`config.mk`:
```
export PLATFORM = sky130hd
export DESIGN_NAME = mac_opcode_decoder_int_modes
export DESIGN_NICKNAME = d
export VERILOG_FILES = /design/src/rtl/mac_int_pkg.sv /design/src/rtl/opcode_range_match.sv /design/src/rtl/mac_operand_fields.sv /design/src/rtl/mac_opcode_decoder_int_modes.sv
export VERILOG_INCLUDE_DIRS = /design/src /design/src/rtl
export SDC_FILE = /design/constraint.sdc
export NUM_CORES = 1
export LEC_CHECK = 0
export BUFFER_PORTS_ARGS = -buffer_cell sky130_fd_sc_hd__buf_2
export CAP_MARGIN = 20
export CORE_ASPECT_RATIO = 0.5
export CORE_MARGIN = 10
export CORE_UTILIZATION = 50
export DETAILED_ROUTE_END_ITERATION = 12
export PLACE_DENSITY = 0.88
export SYNTH_ARGS = -nofsm -noshare
export SYNTH_HDL_FRONTEND = slang
export SYNTH_SLANG_ARGS = --single-unit
```
`constraint.sdc`:
```
create_clock -name ref_clk -period 1.3 [get_ports ref_clk]
set_input_delay 0.065 -clock ref_clk [delete_from_list [all_inputs] [get_ports ref_clk]]
set_output_delay 0.065 -clock ref_clk [all_outputs]
set_load 0.01 [all_outputs]
```
`src/rtl/mac_int_defs.svh`:
```
// opcode range bounds and operand field positions for the integer mac decoder
`ifndef MAC_INT_DEFS_SVH
`define MAC_INT_DEFS_SVH

// ****************************************************************
// range count
// ****************************************************************
`define MI_NUM_RANGES 26

// ****************************************************************
// signed integer option, even register through accumulator zero
// ****************************************************************
`define MI_LO_00 32'hc10d_0000
`define MI_HI_00 32'hc10d_07ff
`define MI_LO_01 32'hc10d_0800
`define MI_HI_01 32'hc10d_0fff
`define MI_LO_02 32'hc10d_1000
`define MI_HI_02 32'hc10d_17ff

// ****************************************************************
// signed integer option with mixed operands
// ****************************************************************
`define MI_LO_03 32'hc118_1800
`define MI_HI_03 32'hc118_d9ff
`define MI_LO_04 32'hc119_1800
`define MI_HI_04 32'hc119_d9ff
`define MI_LO_05 32'hc11a_1800
`define MI_HI_05 32'hc11a_d9ff
`define MI_LO_06 32'hc11c_2000
`define MI_HI_06 32'hc11f_ffff
`define MI_LO_25 32'hc116_1800
`define MI_HI_25 32'hc116_d9ff

// ****************************************************************
// scaled by two signed integer option
// ****************************************************************
`define MI_LO_07 32'hc123_2000
`define MI_HI_07 32'hc123_27ff
`define MI_LO_08 32'hc123_2800
`define MI_HI_08 32'hc123_2fff
`define MI_LO_09 32'hc123_3000
`define MI_HI_09 32'hc123_37ff
`define MI_LO_10 32'hc127_3800
`define MI_HI_10 32'hc127_39c0
`define MI_LO_11 32'hc128_1800
`define MI_HI_11 32'hc128_d9ff
`define MI_LO_12 32'hc129_1800
`define MI_HI_12 32'hc129_d9ff
`define MI_LO_13 32'hc12a_1800
`define MI_HI_13 32'hc12a_d9ff
`define MI_LO_14 32'hc12d_0800
`define MI_HI_14 32'hc12d_0fff
`define MI_LO_15 32'hc12d_1000
`define MI_HI_15 32'hc12d_17ff

// ****************************************************************
// scaled by two signed integer option with mixed operands
// ****************************************************************
`define MI_LO_16 32'hc134_1800
`define MI_HI_16 32'hc134_d9ff
`define MI_LO_17 32'hc138_1800
`define MI_HI_17 32'hc138_d9ff
`define MI_LO_18 32'hc139_1800
`define MI_HI_18 32'hc139_d9ff
`define MI_LO_19 32'hc13a_1800
`define MI_HI_19 32'hc13a_d9ff
`define MI_LO_20 32'hc13c_2000
`define MI_HI_20 32'hc13f_ffff

// ****************************************************************
// integer upper half option
// ****************************************************************
`define MI_LO_21 32'hc163_2000
`define MI_HI_21 32'hc163_27ff
`define MI_LO_22 32'hc163_2800
`define MI_HI_22 32'hc163_2fff
`define MI_LO_23 32'hc163_3000
`define MI_HI_23 32'hc163_37ff
`define MI_LO_24 32'hc165_1800
`define MI_HI_24 32'hc165_d9ff

// ****************************************************************
// operand field positions in the low opcode bits
// ****************************************************************
`define MI_SRC_B_LSB  0
`define MI_SRC_A_LSB  3
`define MI_DST_LSB    6
`define MI_SRC_B_HIGH 9
`define MI_SRC_A_HIGH 10

`endif

```
`src/rtl/mac_int_pkg.sv`:
```
// types shared by the integer mac opcode decoder
`default_nettype none

package mac_int_pkg;

    // ****************************************************************
    // result destination of a decoded form
    // ****************************************************************
    typedef enum logic [2:0] {
        DST_NONE,
        DST_HALF_LOW,       // data_low_half from accumulator_zero
        DST_HALF_HIGH,      // data_high_half from accumulator_one
        DST_EVEN,           // even full register from accumulator_zero
        DST_ODD,            // odd full register from accumulator_one
        DST_EVEN_ODD,       // paired full registers
        DST_LOW_HIGH        // paired half registers
    } dest_e;

    // ****************************************************************
    // accumulate operator
    // ****************************************************************
    typedef enum logic [2:0] {
        OP_NONE,
        OP_ASSIGN,
        OP_ADD,
        OP_SUB,
        OP_PER_LANE,        // operator chosen per lane by low bits
        OP_MOVE             // accumulator to half register copy
    } op_e;

    // ****************************************************************
    // product option
    // ****************************************************************
    typedef enum logic [1:0] {
        OPT_NONE,
        OPT_SIGNED_INTEGER,         // signed_integer_option
        OPT_SIGNED_INTEGER_X2,      // signed_integer_scaled_by_two
        OPT_INTEGER_UPPER_HALF      // integer_upper_half_option
    } option_e;

    // ****************************************************************
    // one table entry
    // ****************************************************************
    typedef struct packed {
        dest_e   dest;
        op_e     op;
        option_e option;
        logic    mixed;
    } form_s;

endpackage

`default_nettype wire

```
`src/rtl/opcode_range_match.sv`:
```
// inclusive bound comparator for one opcode range
`default_nettype none

module opcode_range_match #(
    parameter logic [31:0] LO = 32'h0000_0000,
    parameter logic [31:0] HI = 32'h0000_0000
) (
    // opcode under test
    input  wire logic [31:0] opcode,
    // inside both bounds
    output logic             hit
);

    // ****************************************************************
    // compare
    // ****************************************************************
    // both bounds are inclusive
    assign hit = (opcode >= LO) && (opcode <= HI);

endmodule

`default_nettype wire

```
`src/rtl/mac_operand_fields.sv`:
```
// splits register numbers and half selects out of the low opcode bits
`include "mac_int_defs.svh"
`default_nettype none

module mac_operand_fields (
    // opcode word
    input  wire logic [31:0] opcode,
    // extracted fields
    output logic [2:0]       dst_reg,
    output logic [2:0]       src_a_reg,
    output logic [2:0]       src_b_reg,
    output logic             src_a_high,
    output logic             src_b_high
);

    // ****************************************************************
    // field slices, taken verbatim
    // ****************************************************************
    assign dst_reg    = opcode[`MI_DST_LSB +: 3];
    assign src_a_reg  = opcode[`MI_SRC_A_LSB +: 3];
    assign src_b_reg  = opcode[`MI_SRC_B_LSB +: 3];
    assign src_a_high = opcode[`MI_SRC_A_HIGH];
    assign src_b_high = opcode[`MI_SRC_B_HIGH];

endmodule

`default_nettype wire

```
`src/rtl/mac_opcode_decoder_int_modes.sv`:
```
// decoder for the integer-option multiply-accumulate opcode slice
`include "mac_int_defs.svh"
`default_nettype none

module mac_opcode_decoder_int_modes (
    // clock and reset
    input  wire logic                  ref_clk,
    input  wire logic                  arst_n,

    // opcode from the sequencer
    input  wire logic                  opcode_valid,
    input  wire logic [31:0]           opcode,

    // decode outcome
    output logic                       form_valid_r,
    output logic                       other_valid_r,
    output logic [31:0]                other_opcode_r,

    // form description
    output mac_int_pkg::dest_e         dest_r,
    output mac_int_pkg::op_e           op_r,
    output mac_int_pkg::option_e       option_r,
    output logic                       mixed_r,
    output logic                       use_acc_zero_r,
    output logic                       use_acc_one_r,

    // operand fields
    output logic [2:0]                 dst_reg_r,
    output logic [2:0]                 src_a_reg_r,
    output logic [2:0]                 src_b_reg_r,
    output logic                       src_a_high_r,
    output logic                       src_b_high_r,
    output logic [15:0]                low_bits_r
);

    // ****************************************************************
    // range table
    // ****************************************************************
    localparam int NUM = `MI_NUM_RANGES;

    // lower bounds, index order matches the form table below
    localparam logic [31:0] RANGE_LO [NUM] = '{
        `MI_LO_00, `MI_LO_01, `MI_LO_02, `MI_LO_03, `MI_LO_04,
        `MI_LO_05, `MI_LO_06, `MI_LO_07, `MI_LO_08, `MI_LO_09,
        `MI_LO_10, `MI_LO_11, `MI_LO_12, `MI_LO_13, `MI_LO_14,
        `MI_LO_15, `MI_LO_16, `MI_LO_17, `MI_LO_18, `MI_LO_19,
        `MI_LO_20, `MI_LO_21, `MI_LO_22, `MI_LO_23, `MI_LO_24,
        `MI_LO_25
    };

    // upper bounds, inclusive
    localparam logic [31:0] RANGE_HI [NUM] = '{
        `MI_HI_00, `MI_HI_01, `MI_HI_02, `MI_HI_03, `MI_HI_04,
        `MI_HI_05, `MI_HI_06, `MI_HI_07, `MI_HI_08, `MI_HI_09,
        `MI_HI_10, `MI_HI_11, `MI_HI_12, `MI_HI_13, `MI_HI_14,
        `MI_HI_15, `MI_HI_16, `MI_HI_17, `MI_HI_18, `MI_HI_19,
        `MI_HI_20, `MI_HI_21, `MI_HI_22, `MI_HI_23, `MI_HI_24,
        `MI_HI_25
    };

    // ****************************************************************
    // form table
    // ****************************************************************
    // maps a range index to its form; an index past the table
    // yields the empty form so a bad index can never decode
    function automatic mac_int_pkg::form_s form_of(input int idx);
        mac_int_pkg::form_s f;

        f = '{mac_int_pkg::DST_NONE, mac_int_pkg::OP_NONE,
              mac_int_pkg::OPT_NONE, 1'b0};

        unique case (idx)
            // signed integer into even register
            0: f = '{mac_int_pkg::DST_EVEN, mac_int_pkg::OP_ASSIGN,
                     mac_int_pkg::OPT_SIGNED_INTEGER, 1'b0};
            1: f = '{mac_int_pkg::DST_EVEN, mac_int_pkg::OP_ADD,
                     mac_int_pkg::OPT_SIGNED_INTEGER, 1'b0};
            2: f = '{mac_int_pkg::DST_EVEN, mac_int_pkg::OP_SUB,
                     mac_int_pkg::OPT_SIGNED_INTEGER, 1'b0};

            // signed integer, mixed, odd register and paired even/odd
            3: f = '{mac_int_pkg::DST_ODD, mac_int_pkg::OP_ASSIGN,
                     mac_int_pkg::OPT_SIGNED_INTEGER, 1'b1};
            4: f = '{mac_int_pkg::DST_ODD, mac_int_pkg::OP_ADD,
                     mac_int_pkg::OPT_SIGNED_INTEGER, 1'b1};
            5: f = '{mac_int_pkg::DST_ODD, mac_int_pkg::OP_SUB,
                     mac_int_pkg::OPT_SIGNED_INTEGER, 1'b1};
            6: f = '{mac_int_pkg::DST_EVEN_ODD,
                     mac_int_pkg::OP_PER_LANE,
                     mac_int_pkg::OPT_SIGNED_INTEGER, 1'b1};

            // scaled by two, low half and paired half move
            7: f = '{mac_int_pkg::DST_HALF_LOW, mac_int_pkg::OP_ASSIGN,
                     mac_int_pkg::OPT_SIGNED_INTEGER_X2, 1'b0};
            8: f = '{mac_int_pkg::DST_HALF_LOW, mac_int_pkg::OP_ADD,
                     mac_int_pkg::OPT_SIGNED_INTEGER_X2, 1'b0};
            9: f = '{mac_int_pkg::DST_HALF_LOW, mac_int_pkg::OP_SUB,
                     mac_int_pkg::OPT_SIGNED_INTEGER_X2, 1'b0};
            10: f = '{mac_int_pkg::DST_LOW_HIGH, mac_int_pkg::OP_MOVE,
                      mac_int_pkg::OPT_SIGNED_INTEGER_X2, 1'b0};

            // scaled by two, odd register
            11: f = '{mac_int_pkg::DST_ODD, mac_int_pkg::OP_ASSIGN,
                      mac_int_pkg::OPT_SIGNED_INTEGER_X2, 1'b0};
            12: f = '{mac_int_pkg::DST_ODD, mac_int_pkg::OP_ADD,
                      mac_int_pkg::OPT_SIGNED_INTEGER_X2, 1'b0};
            13: f = '{mac_int_pkg::DST_ODD, mac_int_pkg::OP_SUB,
                      mac_int_pkg::OPT_SIGNED_INTEGER_X2, 1'b0};

            // scaled by two, even register
            14: f = '{mac_int_pkg::DST_EVEN, mac_int_pkg::OP_ADD,
                      mac_int_pkg::OPT_SIGNED_INTEGER_X2, 1'b0};
            15: f = '{mac_int_pkg::DST_EVEN, mac_int_pkg::OP_SUB,
                      mac_int_pkg::OPT_SIGNED_INTEGER_X2, 1'b0};

            // scaled by two, mixed operands
            16: f = '{mac_int_pkg::DST_HALF_HIGH, mac_int_pkg::OP_ASSIGN,
                      mac_int_pkg::OPT_SIGNED_INTEGER_X2, 1'b1};
            17: f = '{mac_int_pkg::DST_ODD, mac_int_pkg::OP_ASSIGN,
                      mac_int_pkg::OPT_SIGNED_INTEGER_X2, 1'b1};
            18: f = '{mac_int_pkg::DST_ODD, mac_int_pkg::OP_ADD,
                      mac_int_pkg::OPT_SIGNED_INTEGER_X2, 1'b1};
            19: f = '{mac_int_pkg::DST_ODD, mac_int_pkg::OP_SUB,
                      mac_int_pkg::OPT_SIGNED_INTEGER_X2, 1'b1};
            20: f = '{mac_int_pkg::DST_EVEN_ODD,
                      mac_int_pkg::OP_PER_LANE,
                      mac_int_pkg::OPT_SIGNED_INTEGER_X2, 1'b1};

            // integer upper half option
            21: f = '{mac_int_pkg::DST_HALF_LOW, mac_int_pkg::OP_ASSIGN,
                      mac_int_pkg::OPT_INTEGER_UPPER_HALF, 1'b0};
            22: f = '{mac_int_pkg::DST_HALF_LOW, mac_int_pkg::OP_ADD,
                      mac_int_pkg::OPT_INTEGER_UPPER_HALF, 1'b0};
            23: f = '{mac_int_pkg::DST_HALF_LOW, mac_int_pkg::OP_SUB,
                      mac_int_pkg::OPT_INTEGER_UPPER_HALF, 1'b0};
            24: f = '{mac_int_pkg::DST_HALF_HIGH, mac_int_pkg::OP_ADD,
                      mac_int_pkg::OPT_INTEGER_UPPER_HALF, 1'b0};

            // signed integer, mixed, high half subtract
            25: f = '{mac_int_pkg::DST_HALF_HIGH, mac_int_pkg::OP_SUB,
                      mac_int_pkg::OPT_SIGNED_INTEGER, 1'b1};
            default: f = '{mac_int_pkg::DST_NONE, mac_int_pkg::OP_NONE,
                           mac_int_pkg::OPT_NONE, 1'b0};
        endcase
        return f;
    endfunction

    // ****************************************************************
    // range comparators
    // ****************************************************************
    logic [NUM-1:0] hit;        // one bit per range

    // the ranges do not overlap, so at most one bit is set
    for (genvar g = 0; g < NUM; g++) begin : g_range
        opcode_range_match #(
            .LO (RANGE_LO[g]),
            .HI (RANGE_HI[g])
        ) u_match (
            .opcode (opcode),
            .hit    (hit[g])
        );
    end

    // ****************************************************************
    // operand field extraction
    // ****************************************************************
    logic [2:0] dst_reg;        // destination register number
    logic [2:0] src_a_reg;      // first source register number
    logic [2:0] src_b_reg;      // second source register number
    logic       src_a_high;     // first source uses its high half
    logic       src_b_high;     // second source uses its high half

    mac_operand_fields u_fields (
        .opcode     (opcode),
        .dst_reg    (dst_reg),
        .src_a_reg  (src_a_reg),
        .src_b_reg  (src_b_reg),
        .src_a_high (src_a_high),
        .src_b_high (src_b_high)
    );

    // ****************************************************************
    // match selection
    // ****************************************************************
    logic               any_hit;    // opcode falls in some range
    mac_int_pkg::form_s form_nxt;   // form of the matching range

    // lowest index wins; a priority scan keeps the logic well defined
    // even though overlapping ranges cannot occur in this table
    always_comb begin
        any_hit  = 1'b0;
        form_nxt = form_of(NUM);

        for (int i = 0; i < NUM; i++) begin
            if (!any_hit && hit[i]) begin
                any_hit  = 1'b1;
                form_nxt = form_of(i);
            end
        end
    end

    // ****************************************************************
    // decode outcome flags
    // ****************************************************************
    // exactly one of the two flags pulses per valid opcode
    always_ff @(posedge ref_clk or negedge arst_n) begin
        if (!arst_n) begin
            form_valid_r  <= 1'b0;
            other_valid_r <= 1'b0;
        end else begin
            form_valid_r  <= opcode_valid && any_hit;
            other_valid_r <= opcode_valid && !any_hit;
        end
    end

    // ****************************************************************
    // other-range hand-off word
    // ****************************************************************
    // the whole opcode goes on so the other decoders see it intact
    always_ff @(posedge ref_clk or negedge arst_n) begin
        if (!arst_n) begin
            other_opcode_r <= 32'h0000_0000;
        end else if (opcode_valid && !any_hit) begin
            other_opcode_r <= opcode;
        end
    end

    // ****************************************************************
    // form description
    // ****************************************************************
    // held while idle so the datapath sees stable controls;
    // an unmatched opcode clears the form to the empty one
    always_ff @(posedge ref_clk or negedge arst_n) begin
        if (!arst_n) begin
            dest_r         <= mac_int_pkg::DST_NONE;
            op_r           <= mac_int_pkg::OP_NONE;
            option_r       <= mac_int_pkg::OPT_NONE;
            mixed_r        <= 1'b0;
            use_acc_zero_r <= 1'b0;
            use_acc_one_r  <= 1'b0;
        end else if (opcode_valid) begin
            dest_r   <= form_nxt.dest;
            op_r     <= form_nxt.op;
            option_r <= form_nxt.option;
            mixed_r  <= form_nxt.mixed;

            // accumulator_zero feeds low and even results
            use_acc_zero_r <= form_nxt.dest inside {
                mac_int_pkg::DST_HALF_LOW, mac_int_pkg::DST_EVEN,
                mac_int_pkg::DST_EVEN_ODD, mac_int_pkg::DST_LOW_HIGH};

            // accumulator_one feeds high and odd results
            use_acc_one_r <= form_nxt.dest inside {
                mac_int_pkg::DST_HALF_HIGH, mac_int_pkg::DST_ODD,
                mac_int_pkg::DST_EVEN_ODD, mac_int_pkg::DST_LOW_HIGH};
        end
    end

    // ****************************************************************
    // operand fields
    // ****************************************************************
    // fields are copied untouched; only matched opcodes load them so
    // a foreign opcode cannot disturb the datapath's operand view
    always_ff @(posedge ref_clk or negedge arst_n) begin
        if (!arst_n) begin
            dst_reg_r    <= 3'h0;
            src_a_reg_r  <= 3'h0;
            src_b_reg_r  <= 3'h0;
            src_a_high_r <= 1'b0;
            src_b_high_r <= 1'b0;
            low_bits_r   <= 16'h0000;
        end else if (opcode_valid && any_hit) begin
            dst_reg_r    <= dst_reg;
            src_a_reg_r  <= src_a_reg;
            src_b_reg_r  <= src_b_reg;
            src_a_high_r <= src_a_high;
            src_b_high_r <= src_b_high;
            low_bits_r   <= opcode[15:0];
        end
    end

endmodule

`default_nettype wire

```
==> flow_summary.toml <==
[setup_path]
cp_max_fo = 6
cp_data_arrival_time_ns = 2.86
critPathKind = "in -> reg"
required_ns = 1.52
cp-end-kind = "flip-flop"
startpoint_type = "input port"

[global_routing]
grt_first_pass_wirelength_um = 25690
grt_pass1_vias = 4300
grt_max_degree = 48
antenna_found_initial = 0
grt-ovfl-total = 0
grt_usage_pct = 29.41

[synth]
ys_seq_area_share_pct = 41.48
syn_area_sq_um = 3680
async_flop_share_pct = 100.0
synthFlopType = "dfrtp_1"
synth_top_cell_area_share_pct = 41.48
syn_avg_cell_area_sq_um = 11.22
synthCells = 328
synth_cell_types = 64
synthTopCellsByArea = "dfrtp_1 41%, mux2_4 16%, mux2_2 3.1%"
ys_ff_latch = 61
yosysWarnings = 0
synth.most_common_cell = "dfrtp_1"
synthesis.nets = 363
yosys-top-cells-count = "61 x dfrtp_1, 39 x mux2_4, 23 x nor2_1, 17 x nand2_1, 16 x nand3_1"
synth_edf_count = 0
synth_area_leader_cell = "dfrtp_1"

[layout]
fillCellCount = 197
diodes = 0
fin_util_pct = 91.67
final_cell_count_no_fill = 661
drive_above_1_share_pct = 68.54
seqCellArea_sq_um = 1526
multi_input_area_sq_um = 2426
nets = 599
syn_to_final_growth_pct = 72.15

[placement]
place_inst = 611
hpwlAfterDp_um = 10020
gp_congestion = 0.9821
port_buffers = 106
place_ws_ns = -1.561

[sta]
slew_viol_final = 0
finalHoldViolCount = 1
fin_crit_ns = 2.642
fmaxAchievable_mhz = 378.5
finalCritPeriodShare_pct = 203.2
rsz0062_at_grt = "true"
fin_ws_ns = -1.342
relSlewSlack_pct = 63.15
skew_ns = 0
setup_violations = 61
fin_tns_setup_ns = -67.48
fin_hold_ws_ns = -0.001713
worstMarginPinSlew_ns = 0.5451

[floorplanning]
die_area_sq_um = 11400
pin_count = 107
die_y_um = 80.66
core_area_sq_um = 6910
rows = 21
die_w_um = 141.3
start_util_pct = 53.25

[route]
firstDrtPassIters = 6
drt-initial-drc-count = 921
routed_wl_um = 21520
vias = 4721
wl_per_cell_um = 32.56
final_antenna_net_count = 0
routed_via_density = 7.142
drc = 0

[power_and_ir_drop]
ir_worst_vdd_mv = 1.231
cellLeakagePower_nw = 3.117
power_density_nw_per_um2 = 965.2

[clock_tree]
cts-buffers-inserted = 9
clkSinkCount = 61
cts_tree = "yes"
htreeDepth = 3
clockBufferDepth = 2
cts.clk_slew.worst_paths_ns = 0.06
ctsRootBufferMaster = "clkbuf_16"
insertion_delay_ns = 0.34

[run]
max_cap_viol_count = 0

[run_status]
outcome = "finished with violations"
violations = "hold timing, setup timing"

[hold_path]
hold_path.class = "in -> reg"
[registers in the layout, indices dropped and copies added (netlist names), 2 cells and up]
name	flops
dest_r	3
src_a_reg_r	2
src_b_reg_r	2
other_opcode_r	32
op_r	3
low_bits_r	10
dst_reg_r	2
option_r	2
[worst max-delay path, cell delays in order]
cell and delay [ns]:
buf_6 0.09, or4b_4 0.62, nor4_4 0.47, buf_4 0.22, nand2_1 0.08, a21oi_2 0.39
nor3b_2 0.16, and4_4 0.27, clkbuf_16 0.18, mux2_4 0.31
[path summary, 6_finish.rpt]
kind | startpoint | endpoint | slack [ns] | cells after the start
worst max-delay path | opcode[26] | other_opcode_r[25] | -1.34 | 10
worst min-delay path | opcode[5] | low_bits_r[5] | -0.002 | 2
worst max register to register | other_opcode_r[19] | other_opcode_r[19] | 0.42 | 1
worst min register to register | dest_r[1] | dest_r[1] | 0.48 | 1
max in group asynchronous | arst_n | other_opcode_r[12] | 0.53 | 3
min in group asynchronous | arst_n | other_opcode_r[18] | 0.17 | 2
[logic make-up after synthesis]
group                     share of synthesized area, %
buffers and inverters                            7.412
and+or+nand+nor                                  20.78
DFF                                              41.48
AOI/OAI and AO/OA                                11.12
xor gates and xnor gates                        0.2381
muxes                                            18.97
[power breakdown]
part / internal (mW) / switching (mW) / leakage (nW) / total [mW]
Combinational: 0.593 / 0.684 / 2.20 / 1.28
Sequential: 2.02 / 0.107 / 0.764 / 2.13
Clock: 1.69 / 1.02 / 0.156 / 2.71
[cell type report]
cell class              count  area share, %
flip-flops and latches     61          24.10
clock buffers               9          3.555
well taps                  92          1.817
multi-input cells         230          38.30
repair buffers            256          30.32
clock inverters             7          1.560
inverters                   6         0.3555
[through the flow]
step | power (mW) | instance area [sq um]
after floorplan | 2.603 | 3834
after global placement | 3.058 | 5091
after detailed placement | 3.087 | 5091
after CTS | 5.779 | 5879
after global routing | 6.184 | 6335
final | 6.114 | 6335
[repair_timing]
action                                  4_1_cts  5_1_grt
hold buffers                                  3        0
gates cloned                                  1        2
gates resized for setup                      49       75
endpoints found under the setup margin       61       61
endpoints found under the hold margin        16        0
pin swaps                                    18       35
buffers inserted                             23       14
[layout by cell type, fill, tap and decap left out, types with 5 or more instances in the layout]
master,Yosys,routed
buf_2,5,95
nor2_1,23,21
nand2_1,17,12
inv_1,6,5
buf_12,3,5
nand3_1,16,11
buf_6,2,33
mux2_4,39,47
nand4_1,11,11
clkbuf_16,0,11
buf_4,13,115
dfrtp_1,61,61
[layer usage]
metal  GRT usage (%)  routed length [um]  share of wire (%)  vias to the layer above
met1           34.24                7321                 34                     2249
li1                -                   -                  -                     1704
met4           19.47                1980                9.2                        0
met2           44.68                9130                 42                      548
met5               0                   0                  0                        -
met3           11.51                3090                 14                      220
No activity file was read; power rests on OpenSTA's default activity.
